`src/ubf_consts.svh`:
```
// Constants for the upstream burst FEC framer.
// Assumes a 10 MHz ref_clk and a 32-bit word-aligned Avalon-MM register map.
//
// Operation
// RULE1 - With shortened mode, burst data is coded in full codewords of k bytes until it runs out.
// RULE2 - A leftover below k bytes goes into a shortened last codeword, padded with zeros.
// RULE3 - A shortened codeword never holds fewer than 16 information bytes.
// RULE4 - With shortened mode, zeros are appended up to the end of the grant.
// RULE5 - The leftover is padded up to a size between 16 and k that is at least the leftover.
// RULE6 - After the data, zero codewords of k bytes follow while one fits, then a short one.
// RULE7 - No short zero codeword is made when under 16 bytes of grant remain.
// RULE8 - Bytes are blocked, coded, scrambled, put behind the preamble, mapped, then sent.
// RULE9 - Each packet is cut into blocks of one codeword's data capacity.
// RULE10 - Each block is Reed-Solomon coded, and coding can be switched off.
// RULE11 - Bursts start at the scheduled time, in QPSK or 16QAM.
// RULE12 - Five symbol rates from 160 to 2560 ksym/s, each twice the one before.
// RULE13 - In fixed mode the last codeword is zero-filled to k, then zero codewords fill the grant.
// RULE14 - With coding on, no codeword holds fewer than 16 information bytes.
// RULE15 - Codeword setup, mode, coding enable and grant are latched at burst start.
`ifndef UBF_CONSTS_SVH
`define UBF_CONSTS_SVH
// ----------------------------------------
// Register map
// ----------------------------------------
`define UBF_REG_CTRL 5'h00
`define UBF_REG_CODE 5'h04
`define UBF_REG_GRANT 5'h08
`define UBF_REG_LAUNCH 5'h0C
`define UBF_REG_PRE 5'h10
`define UBF_REG_STATUS 5'h14
`define UBF_REG_TIME 5'h18
`define UBF_CTRL_START 0
`define UBF_CTRL_FEC 1
`define UBF_CTRL_SHORT 2
`define UBF_CTRL_QAM 3
`define UBF_CTRL_RATE 6:4
`define UBF_ST_ERR 1
`define UBF_ST_OVR 2
// ----------------------------------------
// Coding and timing
// ----------------------------------------
`define UBF_MIN_INFO 16'd16
`define UBF_MAX_PAR 5'd20
`define UBF_MAX_RATE 3'd4
`define UBF_GF_POLY 8'h1D
`define UBF_SCR_SEED 15'h4A95
`define UBF_CLK_HZ 64'd10000000
`define UBF_BASE_RATE_HZ 64'd160000
`define UBF_NCO_INC 24'((`UBF_BASE_RATE_HZ * (64'd1 << 24)) / `UBF_CLK_HZ)
`endif

```
`src/ubf_pkg.sv`:
```
// Types shared by the upstream burst FEC framer.
// Assumes ubf_consts.svh supplies all numeric constants.
package ubf_pkg;
	// ----------------------------------------
	// Per-burst configuration
	// ----------------------------------------
	typedef struct packed {
		logic fec;
		logic shrt;
		logic qam16;
		logic [2:0] rate;
		logic [7:0] k;
		logic [4:0] par;
		logic [15:0] cap;
		logic [7:0] pre_byte;
		logic [7:0] pre_len;
		logic [31:0] launch;
	} ubf_cfg_s;
	typedef struct packed {
		logic [1:0] i;
		logic [1:0] q;
	} ubf_sym_s;
	typedef enum logic [3:0] {
		S_IDLE, S_GEN, S_WAIT, S_PRE, S_DATA, S_PAR, S_NEXT, S_DRAIN, S_END
	} ubf_state_e;
endpackage

```
`src/ubf_framer.sv`:
```
// Upstream burst framer: block, RS code, scramble, preamble, map and time bursts.
// Assumes a packet byte stream in and a modulator that takes one symbol per sym_valid.
`include "ubf_consts.svh"
module ubf_framer (
	input wire logic ref_clk,
	input wire logic rst,
	input wire logic [4:0] avs_address,
	input wire logic avs_read,
	input wire logic avs_write,
	input wire logic [31:0] avs_writedata,
	output logic [31:0] avs_readdata,
	output logic avs_waitrequest,
	input wire logic in_valid,
	input wire logic [7:0] in_data,
	input wire logic in_last,
	output logic in_ready,
	output logic sym_valid,
	output ubf_pkg::ubf_sym_s sym,
	output logic burst_active
);
	// ----------------------------------------
	// Helpers
	// ----------------------------------------
	function automatic logic [7:0] gf_mul(input logic [7:0] a, input logic [7:0] b);
		logic [7:0] r;
		logic [7:0] x;
		r = 8'h00;
		x = a;
		for (int i = 0; i < 8; i++) begin
			if (b[i]) r = r ^ x;
			x = {x[6:0], 1'b0} ^ (x[7] ? `UBF_GF_POLY : 8'h00);
		end
		return r;
	endfunction
	function automatic logic [22:0] scr(input logic [14:0] s, input logic [7:0] d);
		logic [14:0] l;
		logic [7:0] o;
		logic fb;
		l = s;
		o = 8'h00;
		for (int i = 7; i >= 0; i--) begin
			fb = l[14] ^ l[13];
			o[i] = d[i] ^ fb;
			l = {l[13:0], fb};
		end
		return {l, o};
	endfunction
	// ----------------------------------------
	// Register bus
	// ----------------------------------------
	logic [6:0] r_ctrl, next_r_ctrl;
	logic [12:0] r_code, next_r_code;
	logic [23:0] r_grant, next_r_grant;
	logic [31:0] r_launch, next_r_launch;
	logic [15:0] r_pre, next_r_pre;
	logic [31:0] tstamp, next_rdata;
	logic next_wait, start, next_start, acc;
	logic [1:0] clr;
	ubf_pkg::ubf_state_e st, next_st;
	logic err, ovr, next_err, next_ovr;
	always_comb begin
		acc = (avs_read | avs_write) & avs_waitrequest;
		next_wait = ~acc;
		next_start = 1'b0;
		clr = 2'b00;
		next_r_ctrl = r_ctrl;
		next_r_code = r_code;
		next_r_grant = r_grant;
		next_r_launch = r_launch;
		next_r_pre = r_pre;
		next_rdata = avs_readdata;
		if (acc && avs_read) begin
			unique case (avs_address)
				`UBF_REG_CTRL: next_rdata = {25'h0, r_ctrl[6:1], 1'b0};
				`UBF_REG_CODE: next_rdata = {19'h0, r_code};
				`UBF_REG_GRANT: next_rdata = {8'h00, r_grant};
				`UBF_REG_LAUNCH: next_rdata = r_launch;
				`UBF_REG_PRE: next_rdata = {16'h0, r_pre};
				`UBF_REG_STATUS: next_rdata = {29'h0, ovr, err, st != ubf_pkg::S_IDLE};
				`UBF_REG_TIME: next_rdata = tstamp;
				default: next_rdata = 32'h0;
			endcase
		end
		if (!avs_waitrequest && avs_write) begin
			unique case (avs_address)
				`UBF_REG_CTRL: begin
					next_r_ctrl = {avs_writedata[6:1], 1'b0};
					next_start = avs_writedata[`UBF_CTRL_START];
				end
				`UBF_REG_CODE: next_r_code = avs_writedata[12:0];
				`UBF_REG_GRANT: next_r_grant = avs_writedata[23:0];
				`UBF_REG_LAUNCH: next_r_launch = avs_writedata;
				`UBF_REG_PRE: next_r_pre = avs_writedata[15:0];
				`UBF_REG_STATUS: clr = avs_writedata[`UBF_ST_OVR:`UBF_ST_ERR];
				default: ;
			endcase
		end
	end
	always_ff @(posedge ref_clk) begin
		if (rst) begin
			avs_waitrequest <= 1'b1;
			avs_readdata <= 32'h0;
			start <= 1'b0;
			r_ctrl <= 7'h0;
			r_code <= 13'h0;
			r_grant <= 24'h0;
			r_launch <= 32'h0;
			r_pre <= 16'h0;
			tstamp <= 32'h0;
		end else begin
			avs_waitrequest <= next_wait;
			avs_readdata <= next_rdata;
			start <= next_start;
			r_ctrl <= next_r_ctrl;
			r_code <= next_r_code;
			r_grant <= next_r_grant;
			r_launch <= next_r_launch;
			r_pre <= next_r_pre;
			tstamp <= tstamp + 32'h1;
		end
	end
	// ----------------------------------------
	// Input buffer
	// ----------------------------------------
	// Two entries keep full honest without a combinational ready path
	logic [8:0] fq [0:1];
	logic wp, rp, pop, push, next_wp, next_rp, next_in_ready;
	logic [1:0] fcnt, next_fcnt;
	logic fvalid;
	always_comb begin
		fvalid = fcnt != 2'd0;
		push = in_valid & in_ready;
		next_wp = wp ^ push;
		next_rp = rp ^ pop;
		next_fcnt = 2'(fcnt + {1'b0, push} - {1'b0, pop});
		next_in_ready = next_fcnt != 2'd2;
	end
	always_ff @(posedge ref_clk) begin
		if (rst) begin
			wp <= 1'b0;
			rp <= 1'b0;
			fcnt <= 2'd0;
			in_ready <= 1'b0;
		end else begin
			wp <= next_wp;
			rp <= next_rp;
			fcnt <= next_fcnt;
			in_ready <= next_in_ready;
			if (push) fq[wp] <= {in_last, in_data};
		end
	end
	// ----------------------------------------
	// Framer
	// ----------------------------------------
	ubf_pkg::ubf_cfg_s cfg, next_cfg, lat;
	logic [7:0] g [0:20];
	logic [7:0] next_g [0:20];
	logic [7:0] gn [0:20];
	logic [7:0] p [0:19];
	logic [7:0] next_p [0:19];
	logic [7:0] pe [0:19];
	logic [7:0] ps [0:19];
	logic [7:0] alpha, next_alpha, cnt, next_cnt, cw, next_cw, tgt, next_tgt;
	logic [7:0] hold, next_hold, byt, fb;
	logic [15:0] cap, next_cap, kpp, avail;
	logic [14:0] lfsr, next_lfsr;
	logic hold_full, next_hold_full, done, next_done, next_active, take, bad, go;
	logic [3:0] bits;
	logic [22:0] sb;
	logic [15:0] min_info;
	assign fb = byt ^ p[5'(cfg.par - 5'd1)];
	genvar j;
	generate
		for (j = 0; j <= 20; j++) begin : g_gen
			if (j == 0) begin : g0
				assign gn[j] = gf_mul(alpha, g[j]);
			end else begin : gj
				assign gn[j] = g[j-1] ^ gf_mul(alpha, g[j]);
			end
		end
		for (j = 0; j < 20; j++) begin : g_enc
			if (j == 0) begin : e0
				assign pe[j] = gf_mul(fb, g[j]);
				assign ps[j] = 8'h00;
			end else begin : ej
				assign pe[j] = p[j-1] ^ gf_mul(fb, g[j]);
				assign ps[j] = p[j-1];
			end
		end
	endgenerate
	always_comb begin
		lat.fec = r_ctrl[`UBF_CTRL_FEC];
		lat.shrt = r_ctrl[`UBF_CTRL_SHORT];
		lat.qam16 = r_ctrl[`UBF_CTRL_QAM];
		lat.rate = r_ctrl[`UBF_CTRL_RATE];
		lat.k = r_code[7:0];
		lat.par = r_ctrl[`UBF_CTRL_FEC] ? r_code[12:8] : 5'd0;
		lat.cap = 16'(r_grant[7:0] * r_grant[15:8]);
		lat.cap = (lat.cap > {8'h00, r_grant[23:16]}) ? 16'(lat.cap - r_grant[23:16]) : 16'h0;
		lat.pre_byte = r_pre[7:0];
		lat.pre_len = r_pre[15:8];
		lat.launch = r_launch;
		// Odd parity counts cannot form an RS code
		bad = (lat.fec && ({8'h00, lat.k} < `UBF_MIN_INFO || lat.par > `UBF_MAX_PAR
			|| lat.par[0])) || lat.rate > `UBF_MAX_RATE || lat.k == 8'h00; // RULE14 RULE12
		min_info = cfg.fec ? `UBF_MIN_INFO : 16'd1;
		byt = done ? 8'h00 : fq[rp][7:0];
		sb = scr(lfsr, byt);
		go = !hold_full && (done || fvalid);
		avail = 16'(cap + {8'h00, cw} - {11'h0, cfg.par});
		kpp = (avail < {8'h00, cfg.k}) ? avail : {8'h00, cfg.k}; // RULE4
		if (kpp < 16'(cw + 8'd1)) kpp = 16'(cw + 8'd1);
		if (kpp < min_info) kpp = min_info; // RULE3 RULE5
		next_st = st;
		next_cfg = cfg;
		next_g = g;
		next_p = p;
		next_alpha = alpha;
		next_cnt = cnt;
		next_cw = cw;
		next_tgt = tgt;
		next_cap = cap;
		next_done = done;
		next_hold = hold;
		next_hold_full = hold_full & ~take;
		next_lfsr = lfsr;
		next_active = burst_active;
		next_err = err & ~clr[0];
		next_ovr = ovr & ~clr[1];
		pop = 1'b0;
		unique case (st)
			ubf_pkg::S_IDLE: if (start) begin
				next_cfg = lat; // RULE15
				next_alpha = 8'h01;
				next_cnt = 8'h00;
				for (int i = 0; i <= 20; i++) next_g[i] = (i == 0) ? 8'h01 : 8'h00;
				if (bad) next_err = 1'b1;
				else next_st = (lat.par != 5'd0) ? ubf_pkg::S_GEN : ubf_pkg::S_WAIT;
			end
			ubf_pkg::S_GEN: begin
				next_g = gn;
				next_alpha = gf_mul(alpha, 8'h02);
				next_cnt = cnt + 8'h01;
				if (cnt == {3'h0, 5'(cfg.par - 5'd1)}) next_st = ubf_pkg::S_WAIT;
			end
			ubf_pkg::S_WAIT: if (tstamp == cfg.launch) begin
				next_active = 1'b1; // RULE11
				next_cnt = 8'h00;
				next_lfsr = `UBF_SCR_SEED;
				next_cw = 8'h00;
				next_tgt = cfg.k; // RULE9
				next_done = 1'b0;
				next_cap = cfg.cap;
				for (int i = 0; i < 20; i++) next_p[i] = 8'h00;
				next_st = (cfg.pre_len == 8'h00) ? ubf_pkg::S_DATA : ubf_pkg::S_PRE;
			end
			ubf_pkg::S_PRE: if (!hold_full) begin
				next_hold = cfg.pre_byte; // RULE8
				next_hold_full = 1'b1;
				next_cnt = cnt + 8'h01;
				if (next_cnt == cfg.pre_len) next_st = ubf_pkg::S_DATA;
			end
			ubf_pkg::S_DATA: if (go) begin
				if (cap == 16'h0) begin
					next_ovr = 1'b1;
					next_st = done ? ubf_pkg::S_END : ubf_pkg::S_DRAIN;
				end else begin
					pop = !done;
					if (!done && fq[rp][8]) next_done = 1'b1;
					if (!done && fq[rp][8] && (cfg.shrt || !cfg.fec)) next_tgt = kpp[7:0]; // RULE2
					if (cfg.par != 5'd0) next_p = pe; // RULE10
					next_hold = sb[7:0];
					next_lfsr = sb[22:8];
					next_hold_full = 1'b1;
					next_cw = cw + 8'h01;
					next_cap = cap - 16'h1;
					next_cnt = 8'h00;
					if (next_cw >= next_tgt) next_st = (cfg.par != 5'd0) ? ubf_pkg::S_PAR : ubf_pkg::S_NEXT;
				end
			end
			ubf_pkg::S_PAR: if (!hold_full) begin
				sb = scr(lfsr, p[5'(cfg.par - 5'd1)]);
				next_hold = sb[7:0];
				next_lfsr = sb[22:8];
				next_hold_full = 1'b1;
				next_p = ps;
				next_cnt = cnt + 8'h01;
				if (cap != 16'h0) next_cap = cap - 16'h1;
				if (next_cnt == {3'h0, cfg.par}) next_st = ubf_pkg::S_NEXT;
			end
			ubf_pkg::S_NEXT: begin
				next_cw = 8'h00;
				next_tgt = cfg.k;
				for (int i = 0; i < 20; i++) next_p[i] = 8'h00;
				if (!done) next_st = ubf_pkg::S_DATA; // RULE1
				else if (cap >= 16'({8'h00, cfg.k} + cfg.par)) next_st = ubf_pkg::S_DATA; // RULE6 RULE13
				else if ((cfg.shrt || !cfg.fec) && cap >= 16'(min_info + cfg.par)) begin
					next_tgt = 8'(cap - cfg.par); // RULE6
					next_st = ubf_pkg::S_DATA;
				end else next_st = ubf_pkg::S_END; // RULE7
			end
			ubf_pkg::S_DRAIN: if (fvalid) begin
				pop = 1'b1;
				if (fq[rp][8]) next_st = ubf_pkg::S_END;
			end
			ubf_pkg::S_END: if (!hold_full && bits == 4'd0) begin
				next_active = 1'b0;
				next_st = ubf_pkg::S_IDLE;
			end
		endcase
	end
	always_ff @(posedge ref_clk) begin
		if (rst) begin
			st <= ubf_pkg::S_IDLE;
			cfg <= '0;
			alpha <= 8'h01;
			cnt <= 8'h00;
			cw <= 8'h00;
			tgt <= 8'h00;
			cap <= 16'h0;
			done <= 1'b0;
			hold <= 8'h00;
			hold_full <= 1'b0;
			lfsr <= `UBF_SCR_SEED;
			burst_active <= 1'b0;
			err <= 1'b0;
			ovr <= 1'b0;
			for (int i = 0; i <= 20; i++) g[i] <= 8'h00;
			for (int i = 0; i < 20; i++) p[i] <= 8'h00;
		end else begin
			st <= next_st;
			cfg <= next_cfg;
			alpha <= next_alpha;
			cnt <= next_cnt;
			cw <= next_cw;
			tgt <= next_tgt;
			cap <= next_cap;
			done <= next_done;
			hold <= next_hold;
			hold_full <= next_hold_full;
			lfsr <= next_lfsr;
			burst_active <= next_active;
			err <= next_err | (st == ubf_pkg::S_IDLE && start && bad);
			ovr <= next_ovr;
			g <= next_g;
			p <= next_p;
		end
	end
	// ----------------------------------------
	// Symbol timing and mapping
	// ----------------------------------------
	// NCO timing: symbols jitter by one ref_clk, about a quarter of a symbol period at 2560 ksym/s
	logic [24:0] acc_sum;
	logic [23:0] nco, next_nco;
	logic [7:0] sh, next_sh, cur;
	logic [3:0] next_bits;
	logic next_sym_valid;
	ubf_pkg::ubf_sym_s next_sym;
	always_comb begin
		acc_sum = {1'b0, nco} + {1'b0, `UBF_NCO_INC << cfg.rate}; // RULE12
		next_nco = (st == ubf_pkg::S_WAIT) ? 24'h0 : acc_sum[23:0];
		take = acc_sum[24] && burst_active && bits == 4'd0 && hold_full;
		cur = take ? hold : sh;
		next_sh = sh;
		next_bits = bits;
		next_sym = sym;
		next_sym_valid = 1'b0;
		if (acc_sum[24] && burst_active && (take || bits != 4'd0)) begin
			next_sym_valid = 1'b1;
			if (cfg.qam16) begin
				next_sym.i = {cur[7], cur[7] ^ cur[5]};
				next_sym.q = {cur[6], cur[6] ^ cur[4]};
				next_sh = {cur[3:0], 4'h0};
				next_bits = 4'((take ? 4'd8 : bits) - 4'd4);
			end else begin
				next_sym.i = {2{cur[7]}};
				next_sym.q = {2{cur[6]}};
				next_sh = {cur[5:0], 2'b00};
				next_bits = 4'((take ? 4'd8 : bits) - 4'd2);
			end
		end
	end
	always_ff @(posedge ref_clk) begin
		if (rst) begin
			nco <= 24'h0;
			sh <= 8'h00;
			bits <= 4'd0;
			sym <= '0;
			sym_valid <= 1'b0;
		end else begin
			nco <= next_nco;
			sh <= next_sh;
			bits <= next_bits;
			sym <= next_sym;
			sym_valid <= next_sym_valid;
		end
	end
	// ----------------------------------------
	// Checks
	// ----------------------------------------
	AST_MIN16: assert property (@(posedge ref_clk) disable iff (rst) // RULE14 RULE3
		(st == ubf_pkg::S_PAR) |-> ({8'h00, tgt} >= `UBF_MIN_INFO))
		else $error("codeword below minimum size");
	AST_SHORT_MAX: assert property (@(posedge ref_clk) disable iff (rst) // RULE5
		(st == ubf_pkg::S_PAR) |-> (tgt <= cfg.k && cw == tgt))
		else $error("codeword size outside range");
	AST_FULL: assert property (@(posedge ref_clk) disable iff (rst) // RULE1
		(st == ubf_pkg::S_DATA && !done) |-> (tgt == cfg.k))
		else $error("data codeword not full length");
	AST_PARITY: assert property (@(posedge ref_clk) disable iff (rst) // RULE10
		(st == ubf_pkg::S_DATA && go && cap != 16'h0 && next_cw >= next_tgt && cfg.par != 5'd0)
		|=> (st == ubf_pkg::S_PAR) ##1 (st == ubf_pkg::S_PAR))
		else $error("parity phase not entered");
	AST_UNCODED: assert property (@(posedge ref_clk) disable iff (rst) // RULE10
		(!cfg.fec) |-> (st != ubf_pkg::S_PAR && st != ubf_pkg::S_GEN))
		else $error("parity sent with coding off");
	AST_ZERO_CW: assert property (@(posedge ref_clk) disable iff (rst) // RULE6 RULE13
		(st == ubf_pkg::S_NEXT && done && cap >= 16'({8'h00, cfg.k} + cfg.par))
		|=> (st == ubf_pkg::S_DATA && tgt == cfg.k && cw == 8'h00))
		else $error("zero codeword missing");
	AST_NO_SHORT: assert property (@(posedge ref_clk) disable iff (rst) // RULE7
		(st == ubf_pkg::S_NEXT && done && cfg.fec && cap < 16'(`UBF_MIN_INFO + cfg.par))
		|=> (st == ubf_pkg::S_END))
		else $error("short zero codeword too small");
	AST_LAUNCH: assert property (@(posedge ref_clk) disable iff (rst) // RULE11
		(st == ubf_pkg::S_WAIT && tstamp == cfg.launch) |=> (burst_active && !$past(burst_active)))
		else $error("burst not launched on time");
	AST_ORDER: assert property (@(posedge ref_clk) disable iff (rst) // RULE8
		(st == ubf_pkg::S_PRE || st == ubf_pkg::S_WAIT || st == ubf_pkg::S_GEN) |-> !pop)
		else $error("data taken before preamble");
endmodule

```
`config.mk`:
```
export PLATFORM = sky130hd
export DESIGN_NAME = ubf_framer
export DESIGN_NICKNAME = d
export VERILOG_FILES = /design/src/ubf_pkg.sv /design/src/ubf_framer.sv
export VERILOG_INCLUDE_DIRS = /design/src
export SDC_FILE = /design/constraint.sdc
export NUM_CORES = 2
export LEC_CHECK = 0
export BUFFER_PORTS_ARGS = -buffer_cell sky130_fd_sc_hd__buf_2
export CORE_MARGIN = 3
export CORE_UTILIZATION = 40
export CTS_CLUSTER_SIZE = 24
export DETAILED_ROUTE_END_ITERATION = 8
export GPL_ROUTABILITY_DRIVEN = 1
export PLACE_DENSITY = 0.64
export SYNTH_ARGS = -nofsm -noshare
export SYNTH_HDL_FRONTEND = slang
export SYNTH_SLANG_ARGS = --single-unit
```
`constraint.sdc`:
```
create_clock -name ref_clk -period 17 [get_ports ref_clk]
set_clock_uncertainty 0.1 [all_clocks]
set_input_delay 1.7 -clock ref_clk [delete_from_list [all_inputs] [get_ports ref_clk]]
set_output_delay 1.7 -clock ref_clk [all_outputs]
set_load 0.05 [all_outputs]
```
==> impl_metrics.json <==
{
  "postCtsResizedCells": 0,
  "drt_pass1_iterations": 6,
  "synthFlopType": "sky130_fd_sc_hd__dfxtp_1",
  "clockRootBuffer": "sky130_fd_sc_hd__clkbuf_16",
  "crit_path_buf_inv_count": 1,
  "critical_path_cell_with_the_highest_stage_delay": "sky130_fd_sc_hd__dfxtp_1",
  "yosys-mux-area-fraction_pct": 2.71,
  "maximum_number_of_pins_on_one_net_before_global_route_repair": 211,
  "layout_min_cycle_time_ps": 11140,
  "layout_worst_path_cycle_share_pct": 65.5,
  "route.vias.total": 75800,
  "holdBufCountCts": 0,
  "globalRoute.totalOverflow": 0,
  "tritoncts.num_buffers": 90,
  "htree_num_levels": 3,
  "post_cts_repair_timing_setup_buffer_count": 0,
  "number_of_global_route_vias_before_repair": 71400,
  "violations_in_the_final_reports": "capacitance limit, slew limit",
  "final_antenna_net_count": 0,
  "share_of_the_synthesized_area_in_the_top_cell_type_pct": 22.4,
  "synthesis.yosys.warnings": 0,
  "cap_violations": 1,
  "core_um2": 183000,
  "finalSetupTns_ps": 0,
  "fp.dieW_um": 436,
  "clkSlewWorstSetupHoldPaths_ps": 60,
  "grt_setup_unrepaired": "no",
  "start_util_pct": 40.3,
  "dp.final_hpwl_um": 192000,
  "finalWorstSetupSlack_ps": 5860,
  "die_h_um": 436,
  "floorplan.rows": 157,
  "synth_seq_area_share_pct": 19.2,
  "timing.critical_path.arrival_ps": 11640,
  "detail_route.vias_per_cell": 6.03,
  "peakVddDrop_uv": 89.4,
  "timing_worst_slew_pin_value_ps": 1590,
  "critPathLaunchType": "flop",
  "cts.sinks": 701,
  "p_per_area_nw_per_um2": 50.0,
  "synthesis.nets": 10900,
  "pin_count": 91,
  "initial_antenna_violation_count": 21,
  "synth.ff_latch_count": 701,
  "post-route-drc-count": 0,
  "placed_cell_area_um2": 76000,
  "timing.final.setup_violations": 0,
  "run_status": "finished with violations",
  "grt_pass1_wl_um": 460000,
  "finalHoldViolations": 0,
  "final_cells": 12600,
  "detail_route.wl_per_cell_um": 24.7,
  "critical-path-top-cell-by-count": "sky130_fd_sc_hd__a21oi_1",
  "crit_path_max_incr_delay_ps": 660,
  "cts_buffer_depth": 3,
  "worst_hold_path_type": "flop to flop",
  "criticalPathCategory": "flop to flop",
  "synth_xor_area_share_pct": 30.0,
  "crit_path_max_fanout": 14,
  "drt-initial-drc-count": 11200,
  "global_route.usage.total_pct": 31.3,
  "yosysTopAreaCell": "sky130_fd_sc_hd__xnor2_1",
  "synth_edf_count": 18,
  "netlist-cell-type-count": 95,
  "maxSlewViolCount": 12,
  "netlist_top_cells_area": "sky130_fd_sc_hd__xnor2_1, sky130_fd_sc_hd__dfxtp_1, sky130_fd_sc_hd__nand2_1, sky130_fd_sc_hd__xor2_1, sky130_fd_sc_hd__a22oi_1",
  "setup_slack_placement_ps": 5860,
  "req_time_crit_path_ps": 17500,
  "power_leakage_nw": 25.0,
  "synthAdderAreaFrac_pct": 3.91,
  "synthesis.area_per_instance_um2": 6.98,
  "tritoncts_clock_tree": "yes",
  "die-area_um2": 190000,
  "syn_area_um2": 74000,
  "clk_latency_ps": 780,
  "critical_path.top_delay_family": "compound AO/OA/AOI/OAI gates",
  "fraction_of_registers_with_async_set_or_reset_after_synthesis_pct": 0,
  "gpl.final_weighted_congestion": 0.994,
  "largest_family_of_logic_cells_by_synthesized_area": "XOR/XNOR gates",
  "nets": 10300,
  "synth_compound_gate_area_share_pct": 16.0,
  "type_of_element_capturing_the_critical_path": "flop",
  "area_delta_synth_final_pct": 6.76,
  "reg2reg_setup_slack_ps": 5860,
  "dpl.cell_count": 12400,
  "final_cell_area_um2": 79000,
  "final_layout_size_suffix_gt1_share_pct": 6.60,
  "max_freq_mhz": 89.8,
  "routed_wirelength_um": 311000,
  "port_buffers": 90,
  "relSlewSlack_pct": -6.51,
  "synthSimpleGateAreaFrac_pct": 22.0,
  "synth_cells": 10600
}
## sequential cells by signal, indices dropped and copies added, names as in the netlist, 4 cells and up
register / flops
g: 160
p: 160
cfg: 83
avs_readdata: 32
r_launch: 32
tstamp: 32
nco: 24
r_grant: 24
fq: 18
cap: 16
r_pre: 16
lfsr: 15
r_code: 13
alpha: 8
cnt: 8
cw: 8
hold: 8
tgt: 8
r_ctrl: 6
sh: 6
st: 4
sym: 4
## worst reg2reg max path: cells and delay by family (launching register included)
family,cells,cell delay (ps)
buffers and inverters,1,290
AO/OA/AOI/OAI,21,4460
flip-flops,1,660
adder cells (fa/ha/maj),6,2040
AND/OR/NAND/NOR,15,2840
multiplexers,1,360
XOR/XNOR,1,210
## report_power, final
group	switching, mW	internal [mW]
clock network	0.892	1.11
logic	0.229	0.0602
registers	0.00471	1.66
total	1.13	2.83
## cell type report
cell class | count | area [µm²]
fillers | 18400 | 104000
multi-input cells | 8727 | 55700
flip-flops and latches | 701 | 14200
well taps | 2464 | 3080
clock buffers | 123 | 2530
repair buffers | 331 | 2310
inverters | 182 | 683
clock inverters | 34 | 447
diodes | 21 | 52.6
## logic make-up (layout without fill, tap and decap cells)
kind of cell	after synthesis	in the layout
and+or+nand+nor	3991	3991
xor gates and xnor gates	2447	2447
AOI/OAI and AO/OA	1930	1930
buffers and inverters	1174	670
DFF	701	701
adders and majority gates	204	204
muxes	154	154
other	1	22
## through the flow
stage,utilization [%],hold slack (ps),power [mW]
finish,43.1,354,3.95
global placement,41.4,339,1.97
detailed placement,41.4,346,1.97
CTS,43.0,360,3.96
floorplan,-,325,1.85
global route,43.0,361,4.04
## worst paths after layout
| check | startpoint | depth (start not counted) | end |
|---|---|---|---|
| worst min-delay path | lfsr[3]$_SDFFE_PP0P_ | 2 | lfsr[11]$_SDFFE_PP1P_ |
| worst max register to register | cfg[65]$_SDFFE_PP0P_ | 45 | st[1]$_SDFFE_PP0P_ |
| worst min register to register | lfsr[3]$_SDFFE_PP0P_ | 2 | lfsr[11]$_SDFFE_PP1P_ |
| worst max-delay path | cfg[65]$_SDFFE_PP0P_ | 45 | st[1]$_SDFFE_PP0P_ |
## cell usage in the layout, fill, tap and decap left out, types with 33 or more instances in the layout
cell,instances
sky130_fd_sc_hd__and2_1,48
sky130_fd_sc_hd__a21o_1,54
sky130_fd_sc_hd__and3_1,102
sky130_fd_sc_hd__nor2_1,493
sky130_fd_sc_hd__dfxtp_1,675
sky130_fd_sc_hd__a211oi_1,49
sky130_fd_sc_hd__o21ai_0,557
sky130_fd_sc_hd__fa_1,45
sky130_fd_sc_hd__o22ai_1,75
sky130_fd_sc_hd__o21ai_1,33
sky130_fd_sc_hd__a31oi_1,68
sky130_fd_sc_hd__xnor2_1,1879
sky130_fd_sc_hd__mux2i_1,81
sky130_fd_sc_hd__inv_1,180
sky130_fd_sc_hd__mux4_2,33
sky130_fd_sc_hd__nand2_1,2875
sky130_fd_sc_hd__a22oi_1,382
sky130_fd_sc_hd__ha_1,158
sky130_fd_sc_hd__nand3_1,185
sky130_fd_sc_hd__buf_2,89
sky130_fd_sc_hd__xnor3_1,49
sky130_fd_sc_hd__clkbuf_16,91
sky130_fd_sc_hd__mux2_2,40
sky130_fd_sc_hd__nand2b_1,35
sky130_fd_sc_hd__a21oi_1,504
sky130_fd_sc_hd__buf_4,238
sky130_fd_sc_hd__nor3_1,68
sky130_fd_sc_hd__xor2_1,489
## routing by layer
layer	part of all wire, %	vias up	global-route usage [%]
met4	6.2	14	17.4
met3	14	1196	10.4
li1	-	33500	-
met1	39	36000	40.4
met5	0.047	-	0
met2	41	5138	45.6
## cell usage after synthesis (40+ instances only)
| master | instances |
|---|---|
| sky130_fd_sc_hd__and3_1 | 104 |
| sky130_fd_sc_hd__nand2_1 | 2882 |
| sky130_fd_sc_hd__xnor2_1 | 1895 |
| sky130_fd_sc_hd__o22ai_1 | 75 |
| sky130_fd_sc_hd__o21ai_0 | 558 |
| sky130_fd_sc_hd__xor2_1 | 496 |
| sky130_fd_sc_hd__a22oi_1 | 382 |
| sky130_fd_sc_hd__nor3_1 | 73 |
| sky130_fd_sc_hd__mux2_2 | 40 |
| sky130_fd_sc_hd__nor2_1 | 499 |
| sky130_fd_sc_hd__inv_1 | 181 |
| sky130_fd_sc_hd__mux2i_1 | 81 |
| sky130_fd_sc_hd__buf_2 | 60 |
| sky130_fd_sc_hd__a21oi_1 | 504 |
| sky130_fd_sc_hd__dfxtp_1 | 683 |
| sky130_fd_sc_hd__nand3_1 | 187 |
| sky130_fd_sc_hd__buf_1 | 188 |
| sky130_fd_sc_hd__a21o_1 | 54 |
| sky130_fd_sc_hd__xnor3_1 | 51 |
| sky130_fd_sc_hd__a211oi_1 | 50 |
| sky130_fd_sc_hd__fa_1 | 45 |
| sky130_fd_sc_hd__and2_1 | 50 |
| sky130_fd_sc_hd__ha_1 | 159 |
| sky130_fd_sc_hd__clkbuf_1 | 730 |
| sky130_fd_sc_hd__a31oi_1 | 68 |
Power figures use the tool's default switching activity.
